<file path="src/design/int_ctrl_defs.vh">
`ifndef INT_CTRL_DEFS_VH
`define INT_CTRL_DEFS_VH

// register offsets
`define OFF_EXT_FLAGS_A     8'hA3
`define OFF_EXT_FLAGS_B     8'hA4
`define OFF_EXT_FLAGS_C     8'hA5
`define OFF_EDGE_A_LOW      8'hA6
`define OFF_EDGE_A_HIGH     8'hA7
`define OFF_SRC_EN_0        8'hA8
`define OFF_SRC_EN_1        8'hA9
`define OFF_SRC_EN_2        8'hAA
`define OFF_SRC_EN_3        8'hAB
`define OFF_EDGE_B          8'hAD
`define OFF_EDGE_C_LOW      8'hAE
`define OFF_EDGE_C_HIGH     8'hAF
`define OFF_LEVEL_LOW       8'hB8
`define OFF_LEVEL_HIGH      8'hF8
`define OFF_PENDING_0       8'hC0
`define OFF_PENDING_1       8'hC1
`define OFF_PENDING_2       8'hC2
`define OFF_IN_SERVICE      8'hC3

// reset values and fields
`define RESET_BYTE          8'h00
`define GLOBAL_EN_BIT       7
`define EN_MASK_0           8'hBF
`define EN_MASK_6           8'h3F
`define EN_MASK_5           8'h1F
`define FLAGS_B_MASK        8'h07

// source numbering
`define NUM_SRC             24
`define NUM_GROUPS          5'd6
`define SRC_EXT_A           5'd5
`define SRC_EXT_B           5'd16
`define SRC_EXT_C           5'd23
`define NUM_PINS            19

// vector layout
`define VEC_BASE            16'h0003
`define VEC_STEP_SHIFT      3

// edge select codes
`define EDGE_NONE           2'b00
`define EDGE_RISE           2'b01
`define EDGE_FALL           2'b10
`define EDGE_BOTH           2'b11

`endif

</file>
<file path="src/design/vectored_priority_interrupt_controller.v">
// Added by the designer: the plain strobed port.
`timescale 1ns/1ps
`include "int_ctrl_defs.vh"

// Overview of operation
// serviced source long-calls to 0003H plus 8*n
// service needs global enable and source enable
// request flag sets, holds, clears on service
// pending held until serviced, reset or write
// accept only at instruction last cycle
// hand vector; entry three to nine cycles
// sample at last cycle, ack next first
// return instruction ends current level service
// higher level wins among simultaneous requests
// preempt only by strictly higher level
// equal level: lower source number first
// 24 sources in 6 groups, four levels
// level 3 highest; level registers reset zero
// any enabled source raises wake release
// postpone accept during control register writes
// external pins gathered into sources 5, 16, 23
// pin flags set on edge, cleared on service
// edge select rising, falling, both; reset none
// edge code 00 none,01 rise,10 fall,11 both
// level bit from high register is msb
// global enable clears on vector, sets on return
// group k holds sources k,k+6,k+12,k+18
// pins synchronised before edge detection
module vectored_priority_interrupt_controller (
    input  wire        clk_sys_i,
    input  wire        reset_i,
    input  wire [7:0]  reg_addr_i,
    input  wire [7:0]  reg_wdata_i,
    input  wire        reg_wr_i,
    input  wire        reg_rd_i,
    output reg  [7:0]  reg_rdata_o,
    input  wire [23:0] irq_req_i,
    input  wire [18:0] ext_pin_i,
    input  wire        power_control_wr_i,
    input  wire        last_cycle_i,
    input  wire        ack_i,
    input  wire        return_i,
    output wire        irq_o,
    output reg  [15:0] vector_o,
    output reg  [4:0]  vector_src_o,
    output reg  [7:0]  vector_low_byte_o,
    output wire        wake_release_o
);

// =====================================================================
// functions
// =====================================================================
function [1:0] src_level;
    input [4:0] src;
    input [5:0] low_bits;
    input [5:0] high_bits;
    reg   [4:0] rem;
    reg   [2:0] grp;
    begin
        rem       = src % `NUM_GROUPS;
        grp       = rem[2:0];
        src_level = {high_bits[grp], low_bits[grp]};
    end
endfunction

function edge_hit;
    input [1:0] sel;
    input       prev;
    input       cur;
    begin
        case (sel)
            `EDGE_RISE: edge_hit = ~prev & cur;
            `EDGE_FALL: edge_hit = prev & ~cur;
            `EDGE_BOTH: edge_hit = prev ^ cur;
            default:    edge_hit = 1'b0;
        endcase
    end
endfunction

// highest level now in service
function [1:0] top_level;
    input [3:0] busy;
    begin
        top_level = busy[3] ? 2'd3 : busy[2] ? 2'd2 :
                    busy[1] ? 2'd1 : 2'd0;
    end
endfunction

function wr_hit;
    input       wr;
    input [7:0] addr;
    input [7:0] target;
    begin
        wr_hit = wr && (addr == target);
    end
endfunction

// =====================================================================
// registers
// =====================================================================
reg  [7:0]  src_en0_reg;
reg  [5:0]  src_en1_reg;
reg  [5:0]  src_en2_reg;
reg  [5:0]  src_en3_reg;
reg  [5:0]  level_low_reg;
reg  [5:0]  level_high_reg;
reg  [7:0]  edge_a_low_reg;
reg  [7:0]  edge_a_high_reg;
reg  [5:0]  edge_b_reg;
reg  [7:0]  edge_c_low_reg;
reg  [7:0]  edge_c_high_reg;
reg  [18:0] pin_flag_reg;
reg  [18:0] pin_flag_next;
reg  [18:0] pin_sync1_reg;
reg  [18:0] pin_sync2_reg;
reg  [18:0] pin_prev_reg;
reg  [23:0] pending_reg;
reg  [23:0] pending_next;
reg  [3:0]  in_service_reg;
reg         irq_reg;
reg  [4:0]  latched_src_reg;
integer     i;
integer     j;

wire        global_enable = src_en0_reg[`GLOBAL_EN_BIT];
wire [23:0] src_enable    = {src_en3_reg, src_en2_reg, src_en1_reg[5:0], src_en0_reg[5:0]};
wire [37:0] edge_sel_all  = {edge_c_high_reg, edge_c_low_reg, edge_b_reg,
                             edge_a_high_reg, edge_a_low_reg};

// external pin order inside flags: 0..7, 8, 9, 18, 10..17
wire [18:0] pin_sorted = {ext_pin_i[17:10], ext_pin_i[18], ext_pin_i[9:8], ext_pin_i[7:0]};

// =====================================================================
// external pin edge detection
// =====================================================================
// synchronised level against the level one cycle back
reg  [18:0] pin_edge;
always @* begin
    for (i = 0; i < `NUM_PINS; i = i + 1) begin
        pin_edge[i] = edge_hit(edge_sel_all[2*i +: 2], pin_prev_reg[i],
                               pin_sync2_reg[i]);
    end
end

always @(posedge clk_sys_i or posedge reset_i) begin
    if (reset_i) begin
        pin_sync1_reg <= 19'h00000;
        pin_sync2_reg <= 19'h00000;
        pin_prev_reg  <= 19'h00000;
    end else begin
        pin_sync1_reg <= pin_sorted;
        pin_sync2_reg <= pin_sync1_reg;
        pin_prev_reg  <= pin_sync2_reg;
    end
end

// =====================================================================
// arbitration
// =====================================================================
wire [23:0] eligible = pending_reg & src_enable & {24{global_enable}};

// writes that hold off acceptance in the cycle they are sampled
wire        wr_enable_any = reg_wr_i && reg_addr_i >= `OFF_SRC_EN_0 &&
                            reg_addr_i <= `OFF_SRC_EN_3;
wire        wr_level_any  = wr_hit(reg_wr_i, reg_addr_i, `OFF_LEVEL_LOW) |
                            wr_hit(reg_wr_i, reg_addr_i, `OFF_LEVEL_HIGH);
wire        ctrl_write    = power_control_wr_i | wr_enable_any | wr_level_any;

reg  [4:0]  best_src;
reg  [1:0]  best_level;
reg         best_valid;
reg  [1:0]  cur_level;
reg         cur_busy;
reg  [1:0]  lv;
always @* begin
    best_src   = 5'd0;
    best_level = 2'd0;
    best_valid = 1'b0;
    lv         = 2'd0;
    // scan downward so that an equal level falls to the lower source
    for (j = `NUM_SRC - 1; j >= 0; j = j - 1) begin
        lv = src_level(j[4:0], level_low_reg, level_high_reg);
        if (eligible[j] && (!best_valid || lv >= best_level)) begin
            best_valid = 1'b1;
            best_level = lv;
            best_src   = j[4:0];
        end
    end
    cur_busy  = |in_service_reg;
    cur_level = top_level(in_service_reg);
end

wire can_preempt = best_valid && (!cur_busy || best_level > cur_level);
wire at_boundary = last_cycle_i && !irq_reg;
wire take        = can_preempt && at_boundary && !ctrl_write;

// =====================================================================
// request latch and vector
// =====================================================================
wire        service  = irq_reg && ack_i;
wire [1:0]  lat_level = src_level(latched_src_reg, level_low_reg, level_high_reg);
// base plus eight per source number
wire [15:0] vec_calc  = `VEC_BASE + ({11'h000, best_src} << `VEC_STEP_SHIFT);

always @(posedge clk_sys_i or posedge reset_i) begin
    if (reset_i) begin
        irq_reg           <= 1'b0;
        latched_src_reg   <= 5'd0;
        vector_o          <= 16'h0000;
        vector_src_o      <= 5'd0;
        vector_low_byte_o <= 8'h00;
    end else if (take) begin
        irq_reg           <= 1'b1;
        latched_src_reg   <= best_src;
        vector_o          <= vec_calc;
        vector_src_o      <= best_src;
        vector_low_byte_o <= vec_calc[7:0];
    end else if (service) begin
        irq_reg <= 1'b0;
    end
end

assign irq_o = irq_reg;

always @(posedge clk_sys_i or posedge reset_i) begin
    if (reset_i) begin
        in_service_reg <= 4'h0;
    end else begin
        // return and entry in one cycle: both land, entry last
        if (return_i)
            in_service_reg[cur_level] <= 1'b0;
        if (service)
            in_service_reg[lat_level] <= 1'b1;
    end
end

// =====================================================================
// pending flags and pin flags
// =====================================================================
wire        wr_flags_a = wr_hit(reg_wr_i, reg_addr_i, `OFF_EXT_FLAGS_A);
wire        wr_flags_b = wr_hit(reg_wr_i, reg_addr_i, `OFF_EXT_FLAGS_B);
wire        wr_flags_c = wr_hit(reg_wr_i, reg_addr_i, `OFF_EXT_FLAGS_C);
wire        wr_pend_0  = wr_hit(reg_wr_i, reg_addr_i, `OFF_PENDING_0);
wire        wr_pend_1  = wr_hit(reg_wr_i, reg_addr_i, `OFF_PENDING_1);
wire        wr_pend_2  = wr_hit(reg_wr_i, reg_addr_i, `OFF_PENDING_2);
wire        svc_grp_a  = service && (latched_src_reg == `SRC_EXT_A);
wire        svc_grp_b  = service && (latched_src_reg == `SRC_EXT_B);
wire        svc_grp_c  = service && (latched_src_reg == `SRC_EXT_C);
wire        edge_grp_a = |pin_edge[7:0];
wire        edge_grp_b = |pin_edge[10:8];
wire        edge_grp_c = |pin_edge[18:11];

always @* begin
    pin_flag_next = pin_flag_reg;
    if (wr_flags_a)
        pin_flag_next[7:0] = pin_flag_reg[7:0] & reg_wdata_i;
    if (wr_flags_b)
        pin_flag_next[10:8] = pin_flag_reg[10:8] & reg_wdata_i[2:0];
    if (wr_flags_c)
        pin_flag_next[18:11] = pin_flag_reg[18:11] & reg_wdata_i;
    if (svc_grp_a)
        pin_flag_next[7:0] = 8'h00;
    if (svc_grp_b)
        pin_flag_next[10:8] = 3'b000;
    if (svc_grp_c)
        pin_flag_next[18:11] = 8'h00;
    // an edge in the clearing cycle still sets its flag
    pin_flag_next = pin_flag_next | pin_edge;

    pending_next = pending_reg;
    if (service)
        pending_next[latched_src_reg] = 1'b0;
    if (wr_pend_0)
        pending_next[7:0] = pending_reg[7:0] & reg_wdata_i;
    if (wr_pend_1)
        pending_next[15:8] = pending_reg[15:8] & reg_wdata_i;
    if (wr_pend_2)
        pending_next[23:16] = pending_reg[23:16] & reg_wdata_i;
    pending_next = pending_next | irq_req_i;
    pending_next[`SRC_EXT_A] = pending_next[`SRC_EXT_A] | edge_grp_a;
    pending_next[`SRC_EXT_B] = pending_next[`SRC_EXT_B] | edge_grp_b;
    pending_next[`SRC_EXT_C] = pending_next[`SRC_EXT_C] | edge_grp_c;
end

always @(posedge clk_sys_i or posedge reset_i) begin
    if (reset_i) begin
        pin_flag_reg <= 19'h00000;
        pending_reg  <= 24'h000000;
    end else begin
        pin_flag_reg <= pin_flag_next;
        pending_reg  <= pending_next;
    end
end

// ignores global enable and level on purpose
assign wake_release_o = |(pending_reg & src_enable);

// =====================================================================
// register writes
// =====================================================================
always @(posedge clk_sys_i or posedge reset_i) begin
    if (reset_i) begin
        src_en0_reg     <= `RESET_BYTE;
        src_en1_reg     <= 6'h00;
        src_en2_reg     <= 6'h00;
        src_en3_reg     <= 6'h00;
        level_low_reg   <= 6'h00;
        level_high_reg  <= 6'h00;
        edge_a_low_reg  <= `RESET_BYTE;
        edge_a_high_reg <= `RESET_BYTE;
        edge_b_reg      <= 6'h00;
        edge_c_low_reg  <= `RESET_BYTE;
        edge_c_high_reg <= `RESET_BYTE;
    end else begin
        if (reg_wr_i) begin
            case (reg_addr_i)
                `OFF_SRC_EN_0:    src_en0_reg     <= reg_wdata_i & `EN_MASK_0;
                `OFF_SRC_EN_1:    src_en1_reg     <= reg_wdata_i[5:0];
                `OFF_SRC_EN_2:    src_en2_reg     <= reg_wdata_i[5:0];
                `OFF_SRC_EN_3:    src_en3_reg     <= reg_wdata_i[5:0];
                `OFF_LEVEL_LOW:   level_low_reg   <= reg_wdata_i[5:0];
                `OFF_LEVEL_HIGH:  level_high_reg  <= reg_wdata_i[5:0];
                `OFF_EDGE_A_LOW:  edge_a_low_reg  <= reg_wdata_i;
                `OFF_EDGE_A_HIGH: edge_a_high_reg <= reg_wdata_i;
                `OFF_EDGE_B:      edge_b_reg      <= reg_wdata_i[5:0];
                `OFF_EDGE_C_LOW:  edge_c_low_reg  <= reg_wdata_i;
                `OFF_EDGE_C_HIGH: edge_c_high_reg <= reg_wdata_i;
                default: ;
            endcase
        end
        // hardware global-enable update overrides a same-cycle write
        if (take)
            src_en0_reg[`GLOBAL_EN_BIT] <= 1'b0;
        else if (return_i)
            src_en0_reg[`GLOBAL_EN_BIT] <= 1'b1;
    end
end

// =====================================================================
// register reads
// =====================================================================
always @(posedge clk_sys_i or posedge reset_i) begin
    if (reset_i) begin
        reg_rdata_o <= 8'h00;
    end else if (reg_rd_i) begin
        case (reg_addr_i)
            `OFF_EXT_FLAGS_A: reg_rdata_o <= pin_flag_reg[7:0];
            `OFF_EXT_FLAGS_B: reg_rdata_o <= {5'b00000, pin_flag_reg[10:8]};
            `OFF_EXT_FLAGS_C: reg_rdata_o <= pin_flag_reg[18:11];
            `OFF_EDGE_A_LOW:  reg_rdata_o <= edge_a_low_reg;
            `OFF_EDGE_A_HIGH: reg_rdata_o <= edge_a_high_reg;
            `OFF_SRC_EN_0:    reg_rdata_o <= src_en0_reg;
            `OFF_SRC_EN_1:    reg_rdata_o <= {2'b00, src_en1_reg};
            `OFF_SRC_EN_2:    reg_rdata_o <= {2'b00, src_en2_reg};
            `OFF_SRC_EN_3:    reg_rdata_o <= {2'b00, src_en3_reg};
            `OFF_EDGE_B:      reg_rdata_o <= {2'b00, edge_b_reg};
            `OFF_EDGE_C_LOW:  reg_rdata_o <= edge_c_low_reg;
            `OFF_EDGE_C_HIGH: reg_rdata_o <= edge_c_high_reg;
            `OFF_LEVEL_LOW:   reg_rdata_o <= {2'b00, level_low_reg};
            `OFF_LEVEL_HIGH:  reg_rdata_o <= {2'b00, level_high_reg};
            `OFF_PENDING_0:   reg_rdata_o <= pending_reg[7:0];
            `OFF_PENDING_1:   reg_rdata_o <= pending_reg[15:8];
            `OFF_PENDING_2:   reg_rdata_o <= pending_reg[23:16];
            `OFF_IN_SERVICE:  reg_rdata_o <= {4'h0, in_service_reg};
            default:          reg_rdata_o <= 8'h00;
        endcase
    end else begin
        reg_rdata_o <= 8'h00;
    end
end

endmodule

</file>
<file path="config.mk">
export PLATFORM = sky130hd
export DESIGN_NAME = vectored_priority_interrupt_controller
export DESIGN_NICKNAME = d
export VERILOG_FILES = /design/src/design/vectored_priority_interrupt_controller.v
export VERILOG_INCLUDE_DIRS = /design/src /design/src/design
export SDC_FILE = /design/constraint.sdc
export NUM_CORES = 1
export LEC_CHECK = 0
export ABC_AREA = 0
export BUFFER_PORTS_ARGS = -buffer_cell sky130_fd_sc_hd__buf_2
export CORE_MARGIN = 10
export CORE_UTILIZATION = 46
export CTS_BUF_LIST = sky130_fd_sc_hd__clkbuf_4 sky130_fd_sc_hd__clkbuf_8
export CTS_CLUSTER_SIZE = 30
export DETAILED_ROUTE_END_ITERATION = 8
export SLEW_MARGIN = 10
export SYNTH_ARGS = -nofsm -noshare
export SYNTH_HDL_FRONTEND = slang
export SYNTH_SLANG_ARGS = --single-unit
</file>
<file path="constraint.sdc">
create_clock -name clk_sys_i -period 90.7 [get_ports clk_sys_i]
set_input_delay 9.07 -clock clk_sys_i [delete_from_list [all_inputs] [get_ports clk_sys_i]]
set_output_delay 9.07 -clock clk_sys_i [all_outputs]
set_load 0.005 [all_outputs]
</file>
# Yosys cells after proc, flatten, opt, wreduce, memory -nomap -nowiden
# Index checks and enable logic that the tools add are counted.
# word_totals
ramBits	0
memories	0
latch_bits	0
rom_bits	0
input_bits	67
regBits	217
wordCells	490
# classes
shift	0
n_lt_le_gt_ge	33
n_bitwise	116
multipliers	0
addsub	1
mux	124
reduce_logical	114
div_mod_pow	1
eq_ne	78
# op_table
cell	n
$eq 8x8->1 const B	18
$pmux 8 s18	1
$mux 5	24
$mux 8	10
$eq 2x2->1 const B	38
$and 24x24->24	3
$pmux 1 s3	19
$mux 2	26
$ge 2x2->1	23
$logic_and 1x1->1	44
$and 8x8->8	5
$and 1x1->1	38
$eq 2x1->1 const B	19
$not 1->1	38
$mux 1	34
$logic_not 1->1	26
$logic_or 1x1->1	24
$mux 24	1
$not 24->24	1
$or 24x24->24	1
$reduce_and 2->1	12
$reduce_or 24->1	1
$or 19x19->19	1
$xor 1x1->1	19
27 further kinds	41

# Logic depth before layout (Yosys ltp)
# logic_depth
word_depth	102
ltp_mapped	163

# Worst setup path before layout
# OpenSTA, ideal clock, no wires.
# synth_timing
path_kind	register to register
from	register src_en0_reg[7]
to	register irq_reg (netlist: irq_o)
required_time_ps	90557
stages_incl_launch_ff	153
setup_slack_ps	60730
path_buffers	8
synth_period_minus_slack_ps	29970
arrival_time_ps	29828
cell_sequence	dfrtp_1 > buf_1 > clkbuf_1 > clkbuf_1 > buf_1 > nand3_1 > ha_1 > a211oi_1 > o21ai_0 > and2_1 > ha_1 > nand2b_1 > a211oi_1 > nor3_1 > a31oi_1 > inv_1 > ha_1 > nand2b_1 > [117 not listed] > mux2_2 > ha_1 > nand2b_1 > a21oi_1 > a21oi_2 > nor3_1 > nor2_1 > ha_1 > nand2b_1 > a21oi_1 > a21oi_1 > mux2i_1 > ha_1 > a21oi_1 > a21oi_1 > o2111ai_1 > clkbuf_1 > o21ai_0
# synth_between
elab_chain_len	100
# synth_lines
item	line_no	text
start: declaration	vectored_priority_interrupt_controller.v:101	reg [7:0] src_en0_reg;
start signal: assignment	vectored_priority_interrupt_controller.v:303	src_en0_reg <= `RESET_BYTE;
start signal: assignment	vectored_priority_interrupt_controller.v:317	`OFF_SRC_EN_0: src_en0_reg <= reg_wdata_i & `EN_MASK_0;
$and 24x24->24 *	vectored_priority_interrupt_controller.v:160	wire [23:0] eligible = pending_reg & src_enable & {24{global_enable}};
$mux 2 or $mux 1 (tied branches)	vectored_priority_interrupt_controller.v:183	if (eligible[j] && (!best_valid || lv >= best_level)) begin
$ge 2x2->1 or $logic_not 1->1 (tied branches)	vectored_priority_interrupt_controller.v:183	
$logic_or 1x1->1	vectored_priority_interrupt_controller.v:183	
$logic_and 1x1->1	vectored_priority_interrupt_controller.v:183	
$mux 2 or $mux 1 (tied branches)	vectored_priority_interrupt_controller.v:183	
$ge 2x2->1 or $logic_not 1->1 (tied branches)	vectored_priority_interrupt_controller.v:183	
$logic_or 1x1->1	vectored_priority_interrupt_controller.v:183	
[83 not listed]	n/a	
$logic_or 1x1->1	vectored_priority_interrupt_controller.v:183	
$logic_and 1x1->1	vectored_priority_interrupt_controller.v:183	
$mux 2	vectored_priority_interrupt_controller.v:183	
$gt 2x2->1	vectored_priority_interrupt_controller.v:193	wire can_preempt = best_valid && (!cur_busy || best_level > cur_level);
$logic_or 1x1->1	vectored_priority_interrupt_controller.v:193	
$logic_and 1x1->1 *	vectored_priority_interrupt_controller.v:193	
$logic_and 1x1->1 * (2 in a row)	vectored_priority_interrupt_controller.v:195	wire take = can_preempt && at_boundary && !ctrl_write;
$mux 1 or $reduce_bool 2->1 (tied branches)	n/a	
end signal: assignment	vectored_priority_interrupt_controller.v:207	irq_reg <= 1'b0;
end signal: assignment	vectored_priority_interrupt_controller.v:213	irq_reg <= 1'b1;
end signal: assignment	vectored_priority_interrupt_controller.v:219	irq_reg <= 1'b0;
end: declaration	vectored_priority_interrupt_controller.v:120	reg irq_reg;
# Mark *: on every way between the ends. The rest lies on a longest branch, timed or not.
# A chain may end at the register's enable or synchronous reset.

# Final worst setup path
# layout_timing
from	register level_low_reg[4]
to	register latched_src_reg[1]
# layout_between
elab_chain_len	97
# layout_lines
item	line_no	text
start: declaration	vectored_priority_interrupt_controller.v:105	reg [5:0] level_low_reg;
start signal: assignment	vectored_priority_interrupt_controller.v:321	`OFF_LEVEL_LOW: level_low_reg <= reg_wdata_i[5:0];
$ge 2x2->1	vectored_priority_interrupt_controller.v:183	
$logic_or 1x1->1	vectored_priority_interrupt_controller.v:183	
$logic_and 1x1->1	vectored_priority_interrupt_controller.v:183	
$mux 2 or $mux 1 (tied branches)	vectored_priority_interrupt_controller.v:183	
$ge 2x2->1 or $logic_not 1->1 (tied branches)	vectored_priority_interrupt_controller.v:183	
$logic_or 1x1->1	vectored_priority_interrupt_controller.v:183	
$logic_and 1x1->1	vectored_priority_interrupt_controller.v:183	
$mux 2 or $mux 1 (tied branches)	vectored_priority_interrupt_controller.v:183	
[80 not listed]	n/a	
$ge 2x2->1 or $logic_not 1->1 (tied branches)	vectored_priority_interrupt_controller.v:183	
$logic_or 1x1->1	vectored_priority_interrupt_controller.v:183	
$logic_and 1x1->1	vectored_priority_interrupt_controller.v:183	
$mux 2	vectored_priority_interrupt_controller.v:183	
$gt 2x2->1	vectored_priority_interrupt_controller.v:193	
$logic_or 1x1->1	vectored_priority_interrupt_controller.v:193	
$logic_and 1x1->1	vectored_priority_interrupt_controller.v:193	
$logic_and 1x1->1 (2 in a row)	vectored_priority_interrupt_controller.v:195	
end signal: assignment	vectored_priority_interrupt_controller.v:214	latched_src_reg <= best_src;
end: declaration	vectored_priority_interrupt_controller.v:121	reg [4:0] latched_src_reg;
# Parallel ways exist; a longest one is shown, timed or not.

==> metrics.txt <==
GRT Max-Usage Layer=met2; outcome=completed; ys async rst share=100%; minimum hold slack=between 0.3 and 0.4 ns; Placer Congestion=0.963; critical path required time=91.03 ns; area growth from synthesis to final layout=8.47%; Arr. time, crit path=33.56 ns; clock latency at the later pin of the worst-skew pair=0.49 ns; Resized Gates After CTS=0; mean instance size in the synthesized netlist=9.50 µm²; Critical Path Most Common Cell=sky130_fd_sc_hd__ha_1; total cell area at the placement stage=12,900 µm²; slowest cell on the critical path=sky130_fd_sc_hd__o311ai_0; transition time at the pin with the least slew margin=0.996 ns; Crit Path Max Fanout=13; Die Y=183 µm; top area cells in the synthesized netlist=sky130_fd_sc_hd__dfrtp_1 (39%), sky130_fd_sc_hd__mux2_2 (7.9%), sky130_fd_sc_hd__ha_1 (7.4%), sky130_fd_sc_hd__nand2_1 (4.0%), sky130_fd_sc_hd__mux2i_1 (2.7%); register-to-register setup slack=~57 ns; pins over their slew limit=0; largest delay contributor family on the critical path=compound AO/OA/AOI/OAI gates; initial antenna violation count=1; Seq/Total Area, Yosys=between 30% and 40%; netlist area before placement=12,300 µm²; # DRC=0; longest individual stage delay on the worst path=0.63 ns; total CTS buffers=17; final clock period utilization by the worst path=36.6%; sum of negative setup slack=0 ns; setup clock skew after layout=0.0231 ns; number of primary I/O pins=106; leakage power figure=6.08 nW; Std-Cell Rows=between 50 and 60; Hold Vio Cnt, Final=0; PwrDens=18.4 nW/µm²; crit start category=flip-flop; fraction of layout instances using a drive strength above 1=20.1%; area of the core region=26,200 µm²; final net count=1,487; GR Layer Usage met1=28.8%; starting density of the core=46.9%; antenna-violating nets left=0; worst IR drop on VDD=11.2 µV; Port-buffer cells=95; count of flip-flops with a built-in enable after synthesis=0; final design area excluding fillers=13,300 µm²; Post CTS Setup Buffer Count=0; number of setup violations in the final report=0; Clock transition at path regs=around 0.12 ns; number of fill cells in the layout=2,412; Synth warnings=0; width of the die=roughly 180 µm; area enclosed by the die boundary=about 34,000 µm²; setup slack at placement=57.96 ns; count of vias placed by the detailed router=10,400; share of the synthesized area in the top cell type=39.5%; total of max-cap violations=0; number of hold-repair buffers added at the cts stage=0; Detailed Route Iter0 Violations=1,130; area taken by flip-flops and latches=4850 µm²; number of flip-flops in the largest register=24; Post-DP HPWL=slightly below 30,000 µm; prevailing post-synth register cell=sky130_fd_sc_hd__dfrtp_1; critical path class=reg2reg; Yosys top cell by area=sky130_fd_sc_hd__dfrtp_1; wire length of the first global-routing pass=approximately 61,000 µm; distinct cell type count of the synthesized netlist=90; flip-flop and latch count after synthesis=194; Period minus WS final=33.23 ns; endpoint type of the worst setup path=flip-flop; H-tree lvl count=4; Total GRT Usage=approximately a quarter; worst min path class=reg2reg; Achievable Freq=0.0301 GHz; met2 usage=40.2%; number of instances in the synthesized netlist=between 1,000 and 1,500; minimum setup slack in the final design=57.47 ns; Buffers & Inverters on Critical Path=2; max-slew headroom at the worst pin=33.1%; vias in the first global route=10,300; pin count of the biggest net entering global routing=125; via density per instance=6.15; Clock Sink Count=194; detailed-router iteration count before antenna repair=5; unrepaired setup endpoints after global routing=false; number of buffers on the longest clock path=2; CTS root buf=sky130_fd_sc_hd__clkbuf_8; clock tree from TritonCTS=yes; aggregate global routing overflow=0; post-DR wirelength/cell=roughly 24 µm; Multi-input gate area=6770 µm²; met3 Use GR=4.72%; wire length reported by the detailed router=39,900 µm
[metal layers]
metal / share of wire (%) / vias to the layer above / routed length [µm]
met5: 0 / - / 0
met4: 3.2 / 0 / 1270
met3: 7.6 / 84 / 3030
met2: 49 / 444 / 19500
met1: 40 / 5136 / 16100
li1: - / 4758 / -
[through the flow]
stage,cells,power [mW],utilization [%]
floorplan,1303,0.163,-
global placement,1663,0.185,49.2
detailed placement,1663,0.187,49.2
CTS,1695,0.246,50.9
global route,1695,0.260,50.9
finish,1696,0.246,50.9
[power by group]
| group | switching [mW] | internal, mW | leakage, nW | total, mW |
|---|---|---|---|---|
| registers | 0.0111 | 0.0951 | 2.36 | 0.106 |
| logic | 0.0465 | 0.0332 | 3.51 | 0.0797 |
| clock network | 0.0375 | 0.0221 | 0.209 | 0.0596 |
| total | 0.0951 | 0.150 | 6.08 | 0.246 |
[layout make-up]
cell class              instances  area share, %
diodes                          1         0.0188
clock buffers                  18           1.86
clock inverters                14           1.38
inverters                      81           2.34
multi-input cells             948           50.7
flip-flops and latches        194           36.4
well taps                     335           3.14
repair buffers                105           4.13
[synth_stat cells (12+ instances only)]
master and instances:
sky130_fd_sc_hd__ha_1 73, sky130_fd_sc_hd__a21oi_1 40, sky130_fd_sc_hd__nor2_1 83, sky130_fd_sc_hd__nand2_1 130, sky130_fd_sc_hd__and3_1 19, sky130_fd_sc_hd__nand3_1 59, sky130_fd_sc_hd__nand4_1 12, sky130_fd_sc_hd__mux2_2 86
sky130_fd_sc_hd__buf_4 23, sky130_fd_sc_hd__a31oi_1 25, sky130_fd_sc_hd__a22o_1 14, sky130_fd_sc_hd__o211ai_1 33, sky130_fd_sc_hd__mux2i_1 33, sky130_fd_sc_hd__o21ai_0 61, sky130_fd_sc_hd__clkbuf_1 45, sky130_fd_sc_hd__inv_1 81
sky130_fd_sc_hd__a21o_1 14, sky130_fd_sc_hd__a22oi_1 21, sky130_fd_sc_hd__nand2b_1 50, sky130_fd_sc_hd__nor3_1 18, sky130_fd_sc_hd__dfrtp_1 194
[final timing paths]
| path | endpoint | depth (start not counted) | from |
|---|---|---|---|
| setup / recovery | latched_src_reg[1] | 142 | level_low_reg[4] |
| hold / removal | pin_sync2_reg[3] | 0 | pin_sync1_reg[3] |
| setup reg to reg | latched_src_reg[1] | 142 | level_low_reg[4] |
| hold reg to reg | pin_sync2_reg[3] | 0 | pin_sync1_reg[3] |
| max in group asynchronous | src_en2_reg[5] | 3 | reset_i |
| min in group asynchronous | pin_sync2_reg[3] | 2 | reset_i |
[cell families after synthesis]
| group | after synthesis | share of synthesized area, % |
|---|---|---|
| and+or+nand+nor | 436 | 17.6 |
| AOI/OAI and AO/OA | 301 | 17.6 |
| DFF | 194 | 39.5 |
| buffers and inverters | 161 | 5.76 |
| muxes | 127 | 12.0 |
| adders and majority gates | 73 | 7.43 |
| other | 1 | 0.0305 |
| xor gates and xnor gates | 1 | 0.0712 |
[cells in the final DEF, fill, tap and decap left out, types with 14 or more instances in the layout]
cell type,count
sky130_fd_sc_hd__mux2i_1,33
sky130_fd_sc_hd__ha_1,73
sky130_fd_sc_hd__o211ai_1,33
sky130_fd_sc_hd__mux2_2,86
sky130_fd_sc_hd__a22oi_1,21
sky130_fd_sc_hd__dfrtp_1,194
sky130_fd_sc_hd__a31oi_1,25
sky130_fd_sc_hd__a21o_1,14
sky130_fd_sc_hd__a21oi_1,40
sky130_fd_sc_hd__and3_1,19
sky130_fd_sc_hd__buf_2,95
sky130_fd_sc_hd__inv_1,80
sky130_fd_sc_hd__o21ai_0,61
sky130_fd_sc_hd__nor3_1,18
sky130_fd_sc_hd__nand2b_1,50
sky130_fd_sc_hd__nand3_1,59
sky130_fd_sc_hd__nand2_1,130
sky130_fd_sc_hd__a22o_1,14
sky130_fd_sc_hd__clkbuf_8,18
sky130_fd_sc_hd__nor2_1,83
Note: power is estimated with default switching activity, not from simulation.
